<file path="config.mk">
export PLATFORM = sky130hd
export DESIGN_NAME = sar_adc_conversion_sequencer
export DESIGN_NICKNAME = d
export VERILOG_FILES = /design/src/rtl/sar_seq_pkg.sv /design/src/rtl/sar_adc_conversion_sequencer.sv /design/src/rtl/successive_approx_engine.sv
export SDC_FILE = /design/constraint.sdc
export NUM_CORES = 1
export LEC_CHECK = 0
export BUFFER_PORTS_ARGS = -buffer_cell sky130_fd_sc_hd__buf_4
export CORE_UTILIZATION = 60
export CTS_CLUSTER_DIAMETER = 100
export CTS_CLUSTER_SIZE = 28
export DETAILED_ROUTE_END_ITERATION = 10
export PLACE_DENSITY_LB_ADDON = 0.3
export SLEW_MARGIN = 40
export SYNTH_ARGS = -nofsm -noshare
export SYNTH_HDL_FRONTEND = slang
export SYNTH_SLANG_ARGS = --single-unit
</file>
<file path="constraint.sdc">
create_clock -name clk_in -period 3.6 [get_ports clk_in]
set_input_delay 0.72 -clock clk_in [delete_from_list [all_inputs] [get_ports clk_in]]
set_output_delay 0.72 -clock clk_in [all_outputs]
set_load 0.005 [all_outputs]
</file>
<file path="src/rtl/sar_seq_pkg.sv">
// Shared constants and types for the conversion sequencer.
package sar_seq_pkg;
    // System clock and the internal conversion clock rate.
    localparam int CLK_HZ = 20_000_000;
    localparam int CONV_HZ = 4_000_000;
    localparam int CONV_DIV = CLK_HZ / CONV_HZ;
    localparam int DIV_W = $clog2(CONV_DIV);
    // Result and framing figures.
    localparam int RESULT_W = 16;
    localparam int ACQ_CYCLES = 2;
    localparam logic [2:0] ADDR_FIXED = 3'h3;
    localparam logic RESET_LOW = 1'b0;

    // Events handed over by the neighbouring bus framing logic.
    typedef struct packed {
        logic addr_ack;
        logic shift;
        logic ack;
        logic nack;
    } link_ev_t;

    typedef enum logic [2:0] {
        ST_SHUTDOWN,
        ST_ACQ,
        ST_HOLD,
        ST_CONV,
        ST_SHIFT,
        ST_WAIT
    } seq_state_t;
endpackage : sar_seq_pkg

</file>
<file path="src/rtl/sar_adc_conversion_sequencer.sv">
// Conversion sequencer: shutdown, acquisition, stretched conversion, readout.
`timescale 1ns/100ps
`default_nettype none
// Notes on behaviour
// - Conversion steps on an internal 4MHz enable, never on the bus clock.
// - Every conversion yields a 16-bit result sent out serially.
// - After power-on reset the block sits in shutdown.
// - Acquisition spans exactly two bus clock cycles before conversion.
// - Sampling switch rests in hold, tracks only in acquisition window.
// - Bus clock is held low while converting, released when done.
// - Result builds in an internal register, shifted out after release.
// - Bus address is 011 then the four strap bits.
// - Acknowledged address alone starts acquisition and conversion.
// - Most significant byte goes out first, then the low byte.
// - Master ack of a result starts another; nack ends and frees bus.
module sar_adc_conversion_sequencer
    import sar_seq_pkg::*;
(
    input wire logic clk_in,
    input wire logic nrst_in,
    input wire logic scl_in,
    input wire link_ev_t ev_in,
    input wire logic addr_strap_bit0_in,
    input wire logic addr_strap_bit1_in,
    input wire logic addr_strap_bit2_in,
    input wire logic addr_strap_bit3_in,
    input wire logic comp_in,
    output logic scl_out,
    output logic scl_oe_n_out,
    output logic track_out,
    output logic powered_out,
    output logic data_bit_out,
    output logic [6:0] own_addr_out,
    output logic [RESULT_W-1:0] dac_code_out
);
    localparam logic [DIV_W-1:0] DIV_LAST = DIV_W'(CONV_DIV - 1);
    localparam int BIT_W = $clog2(RESULT_W);
    localparam logic [BIT_W-1:0] BIT_LAST = BIT_W'(RESULT_W - 1);

    logic rst_meta_q;
    logic rst_n;
    logic [DIV_W-1:0] div_q;
    logic tick_q;
    logic scl_prev_q;
    logic scl_fall;
    logic [1:0] acq_cnt_q;
    logic [BIT_W-1:0] bit_cnt_q;
    logic [RESULT_W-1:0] shreg_q;
    logic eng_busy;
    logic eng_done;
    seq_state_t state_q;
    seq_state_t state_d;

    // Reset release is synchronised so no flop leaves reset on a split edge.
    always_ff @(posedge clk_in or negedge nrst_in) begin
        if (!nrst_in) begin
            rst_meta_q <= RESET_LOW;
            rst_n <= RESET_LOW;
        end else begin
            rst_meta_q <= 1'b1;
            rst_n <= rst_meta_q;
        end
    end

    always_ff @(posedge clk_in or negedge rst_n) begin
        if (!rst_n) begin
            div_q <= '0;
            tick_q <= 1'b0;
        end else begin
            tick_q <= (div_q == DIV_LAST);
            div_q <= (div_q == DIV_LAST) ? '0 : div_q + 1'b1;
        end
    end

    always_ff @(posedge clk_in or negedge rst_n) begin
        if (!rst_n) begin
            own_addr_out <= '0;
        end else begin
            own_addr_out <= {ADDR_FIXED, addr_strap_bit3_in, addr_strap_bit2_in,
                             addr_strap_bit1_in, addr_strap_bit0_in};
        end
    end

    // Bus clock edge detect; the pin is already synchronous to clk_in.
    always_ff @(posedge clk_in or negedge rst_n) begin
        if (!rst_n) begin
            scl_prev_q <= 1'b1;
        end else begin
            scl_prev_q <= scl_in;
        end
    end
    assign scl_fall = scl_prev_q && !scl_in;

    // The engine is a separate block so its bit loop stays self-contained.
    // 16-bit result
    successive_approx_engine #(
        .WIDTH(RESULT_W)
    ) u_engine (
        .clk_in(clk_in),
        .rst_n_in(rst_n),
        .tick_in(tick_q),
        .start_in(state_q == ST_HOLD),
        .comp_in(comp_in),
        .code_out(dac_code_out),
        .busy_out(eng_busy),
        .done_out(eng_done)
    );

    // Sequence: a nack anywhere in readout wins over further shifting.
    always_comb begin
        state_d = state_q;
        case (state_q)
            ST_SHUTDOWN: begin
                if (ev_in.addr_ack) begin
                    state_d = ST_ACQ;
                end
            end
            ST_ACQ: begin
                if (scl_fall && acq_cnt_q == 2'(ACQ_CYCLES - 1)) begin
                    state_d = ST_HOLD;
                end
            end
            ST_HOLD: begin
                state_d = ST_CONV;
            end
            ST_CONV: begin
                if (eng_done) begin
                    state_d = ST_SHIFT;
                end
            end
            ST_SHIFT: begin
                if (ev_in.nack) begin
                    state_d = ST_SHUTDOWN;
                end else if (ev_in.shift && bit_cnt_q == BIT_LAST) begin
                    state_d = ST_WAIT;
                end
            end
            ST_WAIT: begin
                if (ev_in.nack) begin
                    state_d = ST_SHUTDOWN;
                end else if (ev_in.ack) begin
                    state_d = ST_ACQ;
                end
            end
            default: begin
                state_d = ST_SHUTDOWN;
            end
        endcase
    end

    always_ff @(posedge clk_in or negedge rst_n) begin
        if (!rst_n) begin
            state_q <= ST_SHUTDOWN;
        end else begin
            state_q <= state_d;
        end
    end

    // Falling bus clock edges counted only inside the acquisition window.
    always_ff @(posedge clk_in or negedge rst_n) begin
        if (!rst_n) begin
            acq_cnt_q <= '0;
        end else if (state_q != ST_ACQ) begin
            acq_cnt_q <= '0;
        end else if (scl_fall) begin
            acq_cnt_q <= acq_cnt_q + 1'b1;
        end
    end

    // Pin and power outputs follow the next state so they move with it.
    always_ff @(posedge clk_in or negedge rst_n) begin
        if (!rst_n) begin
            scl_out <= 1'b0;
            scl_oe_n_out <= 1'b1;
            track_out <= 1'b0;
            powered_out <= 1'b0;
        end else begin
            scl_out <= 1'b0;
            scl_oe_n_out <= !(state_d == ST_HOLD || state_d == ST_CONV);
            track_out <= (state_d == ST_ACQ);
            powered_out <= (state_d != ST_SHUTDOWN);
        end
    end

    // The shifter is loaded only on a finished conversion, so a byte in
    // flight never sees a half-built code from the engine.
    always_ff @(posedge clk_in or negedge rst_n) begin
        if (!rst_n) begin
            shreg_q <= '0;
            bit_cnt_q <= '0;
            data_bit_out <= 1'b0;
        end else if (state_q == ST_CONV && eng_done) begin
            shreg_q <= dac_code_out;
            bit_cnt_q <= '0;
            data_bit_out <= dac_code_out[RESULT_W-1];
        end else if (state_q == ST_SHIFT && ev_in.shift && !ev_in.nack) begin
            shreg_q <= {shreg_q[RESULT_W-2:0], 1'b0};
            bit_cnt_q <= bit_cnt_q + 1'b1;
            data_bit_out <= shreg_q[RESULT_W-2];
        end
    end

    // Helper count of clocks since the last conversion enable. It starts at
    // all ones so the first pulse after reset is judged like the others.
    logic [DIV_W:0] gap_q;
    always_ff @(posedge clk_in or negedge rst_n) begin
        if (!rst_n) begin
            gap_q <= '1;
        end else begin
            gap_q <= tick_q ? '0 : gap_q + 1'b1;
        end
    end
endmodule : sar_adc_conversion_sequencer
`default_nettype wire

</file>
<file path="src/rtl/successive_approx_engine.sv">
// Successive-approximation engine stepped by the conversion clock enable.
`timescale 1ns/100ps
`default_nettype none
module successive_approx_engine #(
    parameter int WIDTH = 16
) (
    input wire logic clk_in,
    input wire logic rst_n_in,
    input wire logic tick_in,
    input wire logic start_in,
    input wire logic comp_in,
    output logic [WIDTH-1:0] code_out,
    output logic busy_out,
    output logic done_out
);
    localparam int IDX_W = $clog2(WIDTH);
    localparam logic [IDX_W-1:0] TOP_IDX = IDX_W'(WIDTH - 1);

    logic [IDX_W-1:0] idx_q;

    // One bit is decided per conversion clock; the comparator high means
    // the input is at or above the trial code, so the bit is kept.
    always_ff @(posedge clk_in or negedge rst_n_in) begin
        if (!rst_n_in) begin
            code_out <= '0;
            idx_q <= '0;
            busy_out <= 1'b0;
            done_out <= 1'b0;
        end else begin
            done_out <= 1'b0;
            if (start_in) begin
                code_out <= {1'b1, {(WIDTH-1){1'b0}}};
                idx_q <= TOP_IDX;
                busy_out <= 1'b1;
            end else if (busy_out && tick_in) begin
                if (!comp_in) begin
                    code_out[idx_q] <= 1'b0;
                end
                if (idx_q == '0) begin
                    busy_out <= 1'b0;
                    done_out <= 1'b1;
                end else begin
                    code_out[idx_q - 1'b1] <= 1'b1;
                    idx_q <= idx_q - 1'b1;
                end
            end
        end
    end

    int unsigned steps_q;

    // Helper count of decisions taken in the running conversion.
    always_ff @(posedge clk_in or negedge rst_n_in) begin
        if (!rst_n_in) begin
            steps_q <= 0;
        end else if (start_in) begin
            steps_q <= 0;
        end else if (busy_out && tick_in) begin
            steps_q <= steps_q + 1;
        end
    end
endmodule : successive_approx_engine
`default_nettype wire

</file>
* Yosys cells after proc, flatten, opt, wreduce, memory -nomap -nowiden
Index checks and enable logic that the tools add are counted.
Word-level totals: bits in registers 62, latch bits 0, bits in writable memories 0, ROM bits 0, input bits 12, output and inout port bits 28, memories 0
Operators by class: add/sub/neg operators 4, multipliers 0, divide/modulo/power cells 0, $lt $le $gt $ge 4, equal/unequal tests 13, shift operators 0, muxes and demuxes 36, bitwise operators 3, reduce and logical (&&, ||, !) cells 22
Operators with widths (number):
- two-way mux 16 bit | 6
- two-way mux 15 bit | 2
- two-way mux 3 bit | 8
- two-way mux 4 bit | 5
- case mux 3 bit (6 select lines) | 1
- AND 16 bit | 1
- inverter 16 bit | 1
- OR 16 bit | 1
- == test 3 x 2 -> 1 bit, second input constant | 4
- less-than comparator 4 x 5 -> 1 bit, second input constant | 2
- two-way mux 1 bit | 10
- == test 3 bit, second input constant | 3
- logical AND 1 bit | 9
- demux 1 bit (select 4 bit) | 2
- greater-or-equal comparator 4 x 1 -> 1 bit, second input constant | 2
- nonzero test 2 bit | 4
- == test 3 x 1 -> 1 bit, second input constant | 2
- adder 4 x 1 -> 4 bit, second input constant | 1
- == test 4 bit, second input constant | 1
- zero test 4 bit | 1
- two-way mux 2 bit | 2
- AND reduction 2 bit | 2
- subtractor 4 x 1 -> 4 bit, second input constant | 1
- adder 3 x 1 -> 3 bit, second input constant | 1
- other kinds (8) | 10

* Depth between registers and ports, before layout
depth after elaboration 13, depth in mapped cells 6, mapped depth without buffers 6

* Cells and area by module
A second synthesis with hierarchy kept.
Second synthesis, totals: cell total of the unflattened synthesis 285, area, all modules 2994.1 um^2
By module, submodules not included:
- sar_adc_conversion_sequencer | times used 1, cells an instance 147, area an instance 1716.6 um^2, sequential area each 1003.5 um^2
- successive_approx_engine | times used 1, cells an instance 138, area an instance 1277.5 um^2, sequential area each 550.5 um^2

* Worst setup path after synthesis
No wires, ideal clock.
path kind input -> register, start in ev_in[2] in the netlist's numbering, end reg shreg_q[10], library setup time 131 ps, arrival time 1542 ps, required time 3469 ps, setup slack 1927 ps, stages 5, buffers on the path 1, cell sequence nor2b_1 -> nand2_4 -> buf_6 -> mux2i_1 -> o21ai_1
Between the ends: longest elaborated chain between the ends 3
Ends and longest elaborated chain:
- start, declared | line sar_adc_conversion_sequencer.sv:22 | input wire link_ev_t ev_in,
- logical AND 1 bit (2 in series) | line sar_adc_conversion_sequencer.sv:196 | end else if (state_q == ST_SHIFT && ev_in.shift && !ev_in.nack) begin
- nonzero test 2 bit (no source line)
- end signal, assigned | line sar_adc_conversion_sequencer.sv:193 | shreg_q <= dac_code_out;
- end signal, assigned | line sar_adc_conversion_sequencer.sv:197 | shreg_q <= {shreg_q[RESULT_W-2:0], 1'b0};
- end, declared | line sar_adc_conversion_sequencer.sv:48 | logic [RESULT_W-1:0] shreg_q;
Every way passes these cells. A chain may end at the register's enable or synchronous reset.

* Worst setup path in the final report
start reg u_engine.idx_q[0], end reg u_engine.idx_q[0]
Between the ends: longest elaborated chain between the ends 4, elaborated cells on any way between the ends 7, classes of those cells add/sub: 1; eq/ne: 1; mux: 3; reduce/logical: 2
Ends and longest elaborated chain:
- start, declared | line successive_approx_engine.sv:19 | logic [IDX_W-1:0] idx_q;
- start signal, assigned | line successive_approx_engine.sv:44 | idx_q <= idx_q - 1'b1;
- subtractor 4 x 1 -> 4 bit | line successive_approx_engine.sv:44
- two-way mux 4 bit | line successive_approx_engine.sv:39 | if (idx_q == '0) begin
- two-way mux 4 bit | line successive_approx_engine.sv:35 | end else if (busy_out && tick_in) begin
- two-way mux 4 bit | line successive_approx_engine.sv:31 | if (start_in) begin
Parallel ways exist; a longest one is shown, timed or not. The select of a mux whose other input is x is not followed.

==> impl_metrics.json <==
{
  "status": "finished clean",
  "reg2reg_depth": 6,
  "grt_pass1_vias": 1975,
  "p_int_mw": 1.43,
  "clockBufferDepth": 2,
  "finalPower_mw": 2.05,
  "numClockSinks": 62,
  "arrival_ps": 2220,
  "layout_min_cycle_time_ps": 2020,
  "post_drt_wl_per_cell_um": 15.6,
  "grt_first_pass_wirelength_um": 9350,
  "cp_data_required_time_ps": 3800,
  "drc_errors": 0,
  "diodes": 0,
  "critPathTopFamily": "simple AND/OR/NAND/NOR gates",
  "drive_gt1_frac": 0.221,
  "cp_slowest_stage_delay_ps": 520,
  "num_rows": 24,
  "grt_max_degree": 42,
  "finalSetupViolCount": 0,
  "drtIter0Drc": 138,
  "wl_um": 5610,
  "clock_latency_ps": 340,
  "cts_tree": "built",
  "nNetsFinal": 322,
  "p_switching_mw": 0.620,
  "tightest_slew_ps": 686,
  "synthArstFlopShare": 1.00,
  "chipWidth_um": 70.9,
  "vdd_drop_max_v": 0.000398,
  "grtUsageTotal": 0.248,
  "grt_overflow_total": 0,
  "post_cts_buffers": 0,
  "relSlewSlack": 0.543,
  "viasPerCell": 5.70,
  "start_util": 0.637,
  "antenna_found_initial": 0,
  "dieArea_um2": 5030,
  "synth_edf_count": 0,
  "ys.flop_type": "dfrtp_1",
  "timing.rr.start": "u_engine.idx_q[0]",
  "timing.final.hold_violations": 0,
  "pwr-share-comb": 0.215,
  "cp-startpoint": "u_engine.idx_q[0]",
  "yosys_register_bits": 62,
  "maxCapViolations": 0,
  "ant_nets": 0,
  "first_pass_iters": 6,
  "leakage_nw": 1.62,
  "critPathMostFrequentCell": "nand2_1",
  "final_common_cell": "dfrtp_1",
  "path_class": "flip-flop to flip-flop",
  "finalMaxSlewViolations": 0,
  "synthCells": 267,
  "yosysSeqAreaShare": 0.545,
  "final_cell_mix": "dfrtp_1 (59), buf_4 (38), nand2_1 (36)",
  "cts_made_buffers": 9,
  "p_clk_frac": 0.339,
  "yosysUniqueCellTypes": 45,
  "whs_ps": 151,
  "cp_slowest_cell": "or3b_2",
  "setup_tns_ps": 0,
  "avgSynthCellArea_um2": 10.7,
  "netlist_area_um2": 2850,
  "yosysWarningCount": 0,
  "path_max_fanout": 16,
  "period_share": 0.561,
  "syn2layout_area_growth_pct": 17.6,
  "cp-start-kind": "flip-flop",
  "fp.dieH_um": 70.9,
  "dp_hpwl_um": 3930,
  "seq_area_um2": 1560,
  "critPathBufInv": 1,
  "root_buffer": "clkbuf_8",
  "fillerInstances": 322,
  "power_per_cell_area_nw_per_um2": 612,
  "place.gp.congestion": 0.887,
  "path_cells": "inv_1, ha_1, or3b_2, nand2_1, xnor2_1, nand2_1",
  "rsz0062_at_grt": "false",
  "place_area_um2": 3120,
  "io_pins": 40,
  "fin_area_um2": 3350,
  "cts.clk_slew.worst_paths_ps": 70,
  "max_clock_freq_ghz": 0.495,
  "core_area_um2": 4470,
  "p_seq_frac": 0.446,
  "ff2ff_setup_slack_ps": 1580,
  "numPortBuffers": 37,
  "hp-class": "primary input to asynchronous set/reset pin",
  "hold_buffers": 0,
  "multiInputGateArea_um2": 1170,
  "post_cts_resized": 0,
  "reg2reg_to": "u_engine.idx_q[0]",
  "utilization": 0.749,
  "p_sw_frac": 0.302,
  "clock_skew_ps": 7.81,
  "htree_levels": 3,
  "cp-end-kind": "flip-flop",
  "num_vias": 2045
}
## layout make-up
class,count,area share
clock buffer,11,0.0451
clock inverter,5,0.0243
inverter,10,0.0112
multi-input combinational,181,0.350
sequential,62,0.465
tap,52,0.0194
timing repair buffer,38,0.0851
## stage by stage
stage | worst slack [ps] | cells
after floorplan | 1750 | 269
after global placement | 1660 | 343
after detailed placement | 1600 | 343
after CTS | 1590 | 359
after global routing | 1470 | 359
final | 1580 | 359
## logic make-up after synthesis
family | Yosys count | share of synthesized area
simple gates | 82 | 0.150
fa+ha+maj | 8 | 0.0351
mux | 16 | 0.0566
compound gates | 64 | 0.144
buf+inv | 26 | 0.0457
xor+xnor | 7 | 0.0215
flops | 62 | 0.545
other cells | 2 | 0.00263
## synth_stat cells (2+ instances only)
cell type | n | area [um2]
dfrtp_1 | 60 | 1500
nand2_1 | 36 | 135
o21ai_0 | 22 | 110
mux2i_1 | 15 | 150
o211ai_1 | 14 | 105
inv_1 | 10 | 37.5
nand3_1 | 10 | 50.1
buf_2 | 8 | 40.0
ha_1 | 8 | 100
nor2_1 | 7 | 26.3
o21ai_1 | 7 | 35.0
a21oi_1 | 5 | 25.0
nand2b_1 | 5 | 31.3
a31o_2 | 4 | 35.0
buf_4 | 4 | 30.0
nor3_1 | 4 | 20.0
xnor2_1 | 4 | 35.0
clkbuf_1 | 3 | 11.3
nor2b_1 | 3 | 18.8
nor3b_1 | 3 | 22.5
o211a_1 | 3 | 30.0
xor2_1 | 3 | 26.3
a211oi_1 | 2 | 15.0
a31oi_1 | 2 | 12.5
and2_1 | 2 | 12.5
conb_1 | 2 | 7.51
dfstp_2 | 2 | 52.6
or3b_1 | 2 | 17.5
## power by group through the flow
stage / clock (mW) / combinational, mW / sequential, mW
5_1_grt: 0.729 / 0.491 / 0.931
3_3_place_gp: 0 / 0.430 / 0.927
4_1_cts: 0.706 / 0.443 / 0.916
6_report: 0.695 / 0.442 / 0.915
3_5_place_dp: 0 / 0.443 / 0.927
2_1_floorplan: 0 / 0.312 / 0.879
## worst reg2reg max path, delay by kind of cell, from the launching register on
family	cells	cell delay [ps]
buffers and inverters	1	130
xor gates and xnor gates	1	130
DFF	1	420
and+or+nand+nor	3	720
adders and majority gates	1	480
## flip-flops by register name, summed over array words and instances, names as in the netlist, 2 cells and up
register,cells
acq_cnt_q,2
state_q,3
u_engine.idx_q,4
div_q,3
bit_cnt_q,4
shreg_q,15
own_addr_out,5
u_engine.code_out,16
## worst max path at each step
stage                                  endpoint  cells after the start
final                         u_engine.idx_q[0]                      6
after global routing      u_engine.code_out[12]                      6
after CTS                     u_engine.idx_q[0]                      6
after detailed placement      u_engine.idx_q[0]                      6
after global placement              powered_out                      5
after floorplan                    acq_cnt_q[0]                      0
## per-layer routing
metal  wire, um  share of wire  global-route usage
met5          0              0                   0
met4         87          0.016               0.111
met3        240          0.043              0.0598
met2       2760           0.49               0.390
met1       2530           0.45               0.331
No activity file was read; power rests on OpenSTA's default activity.
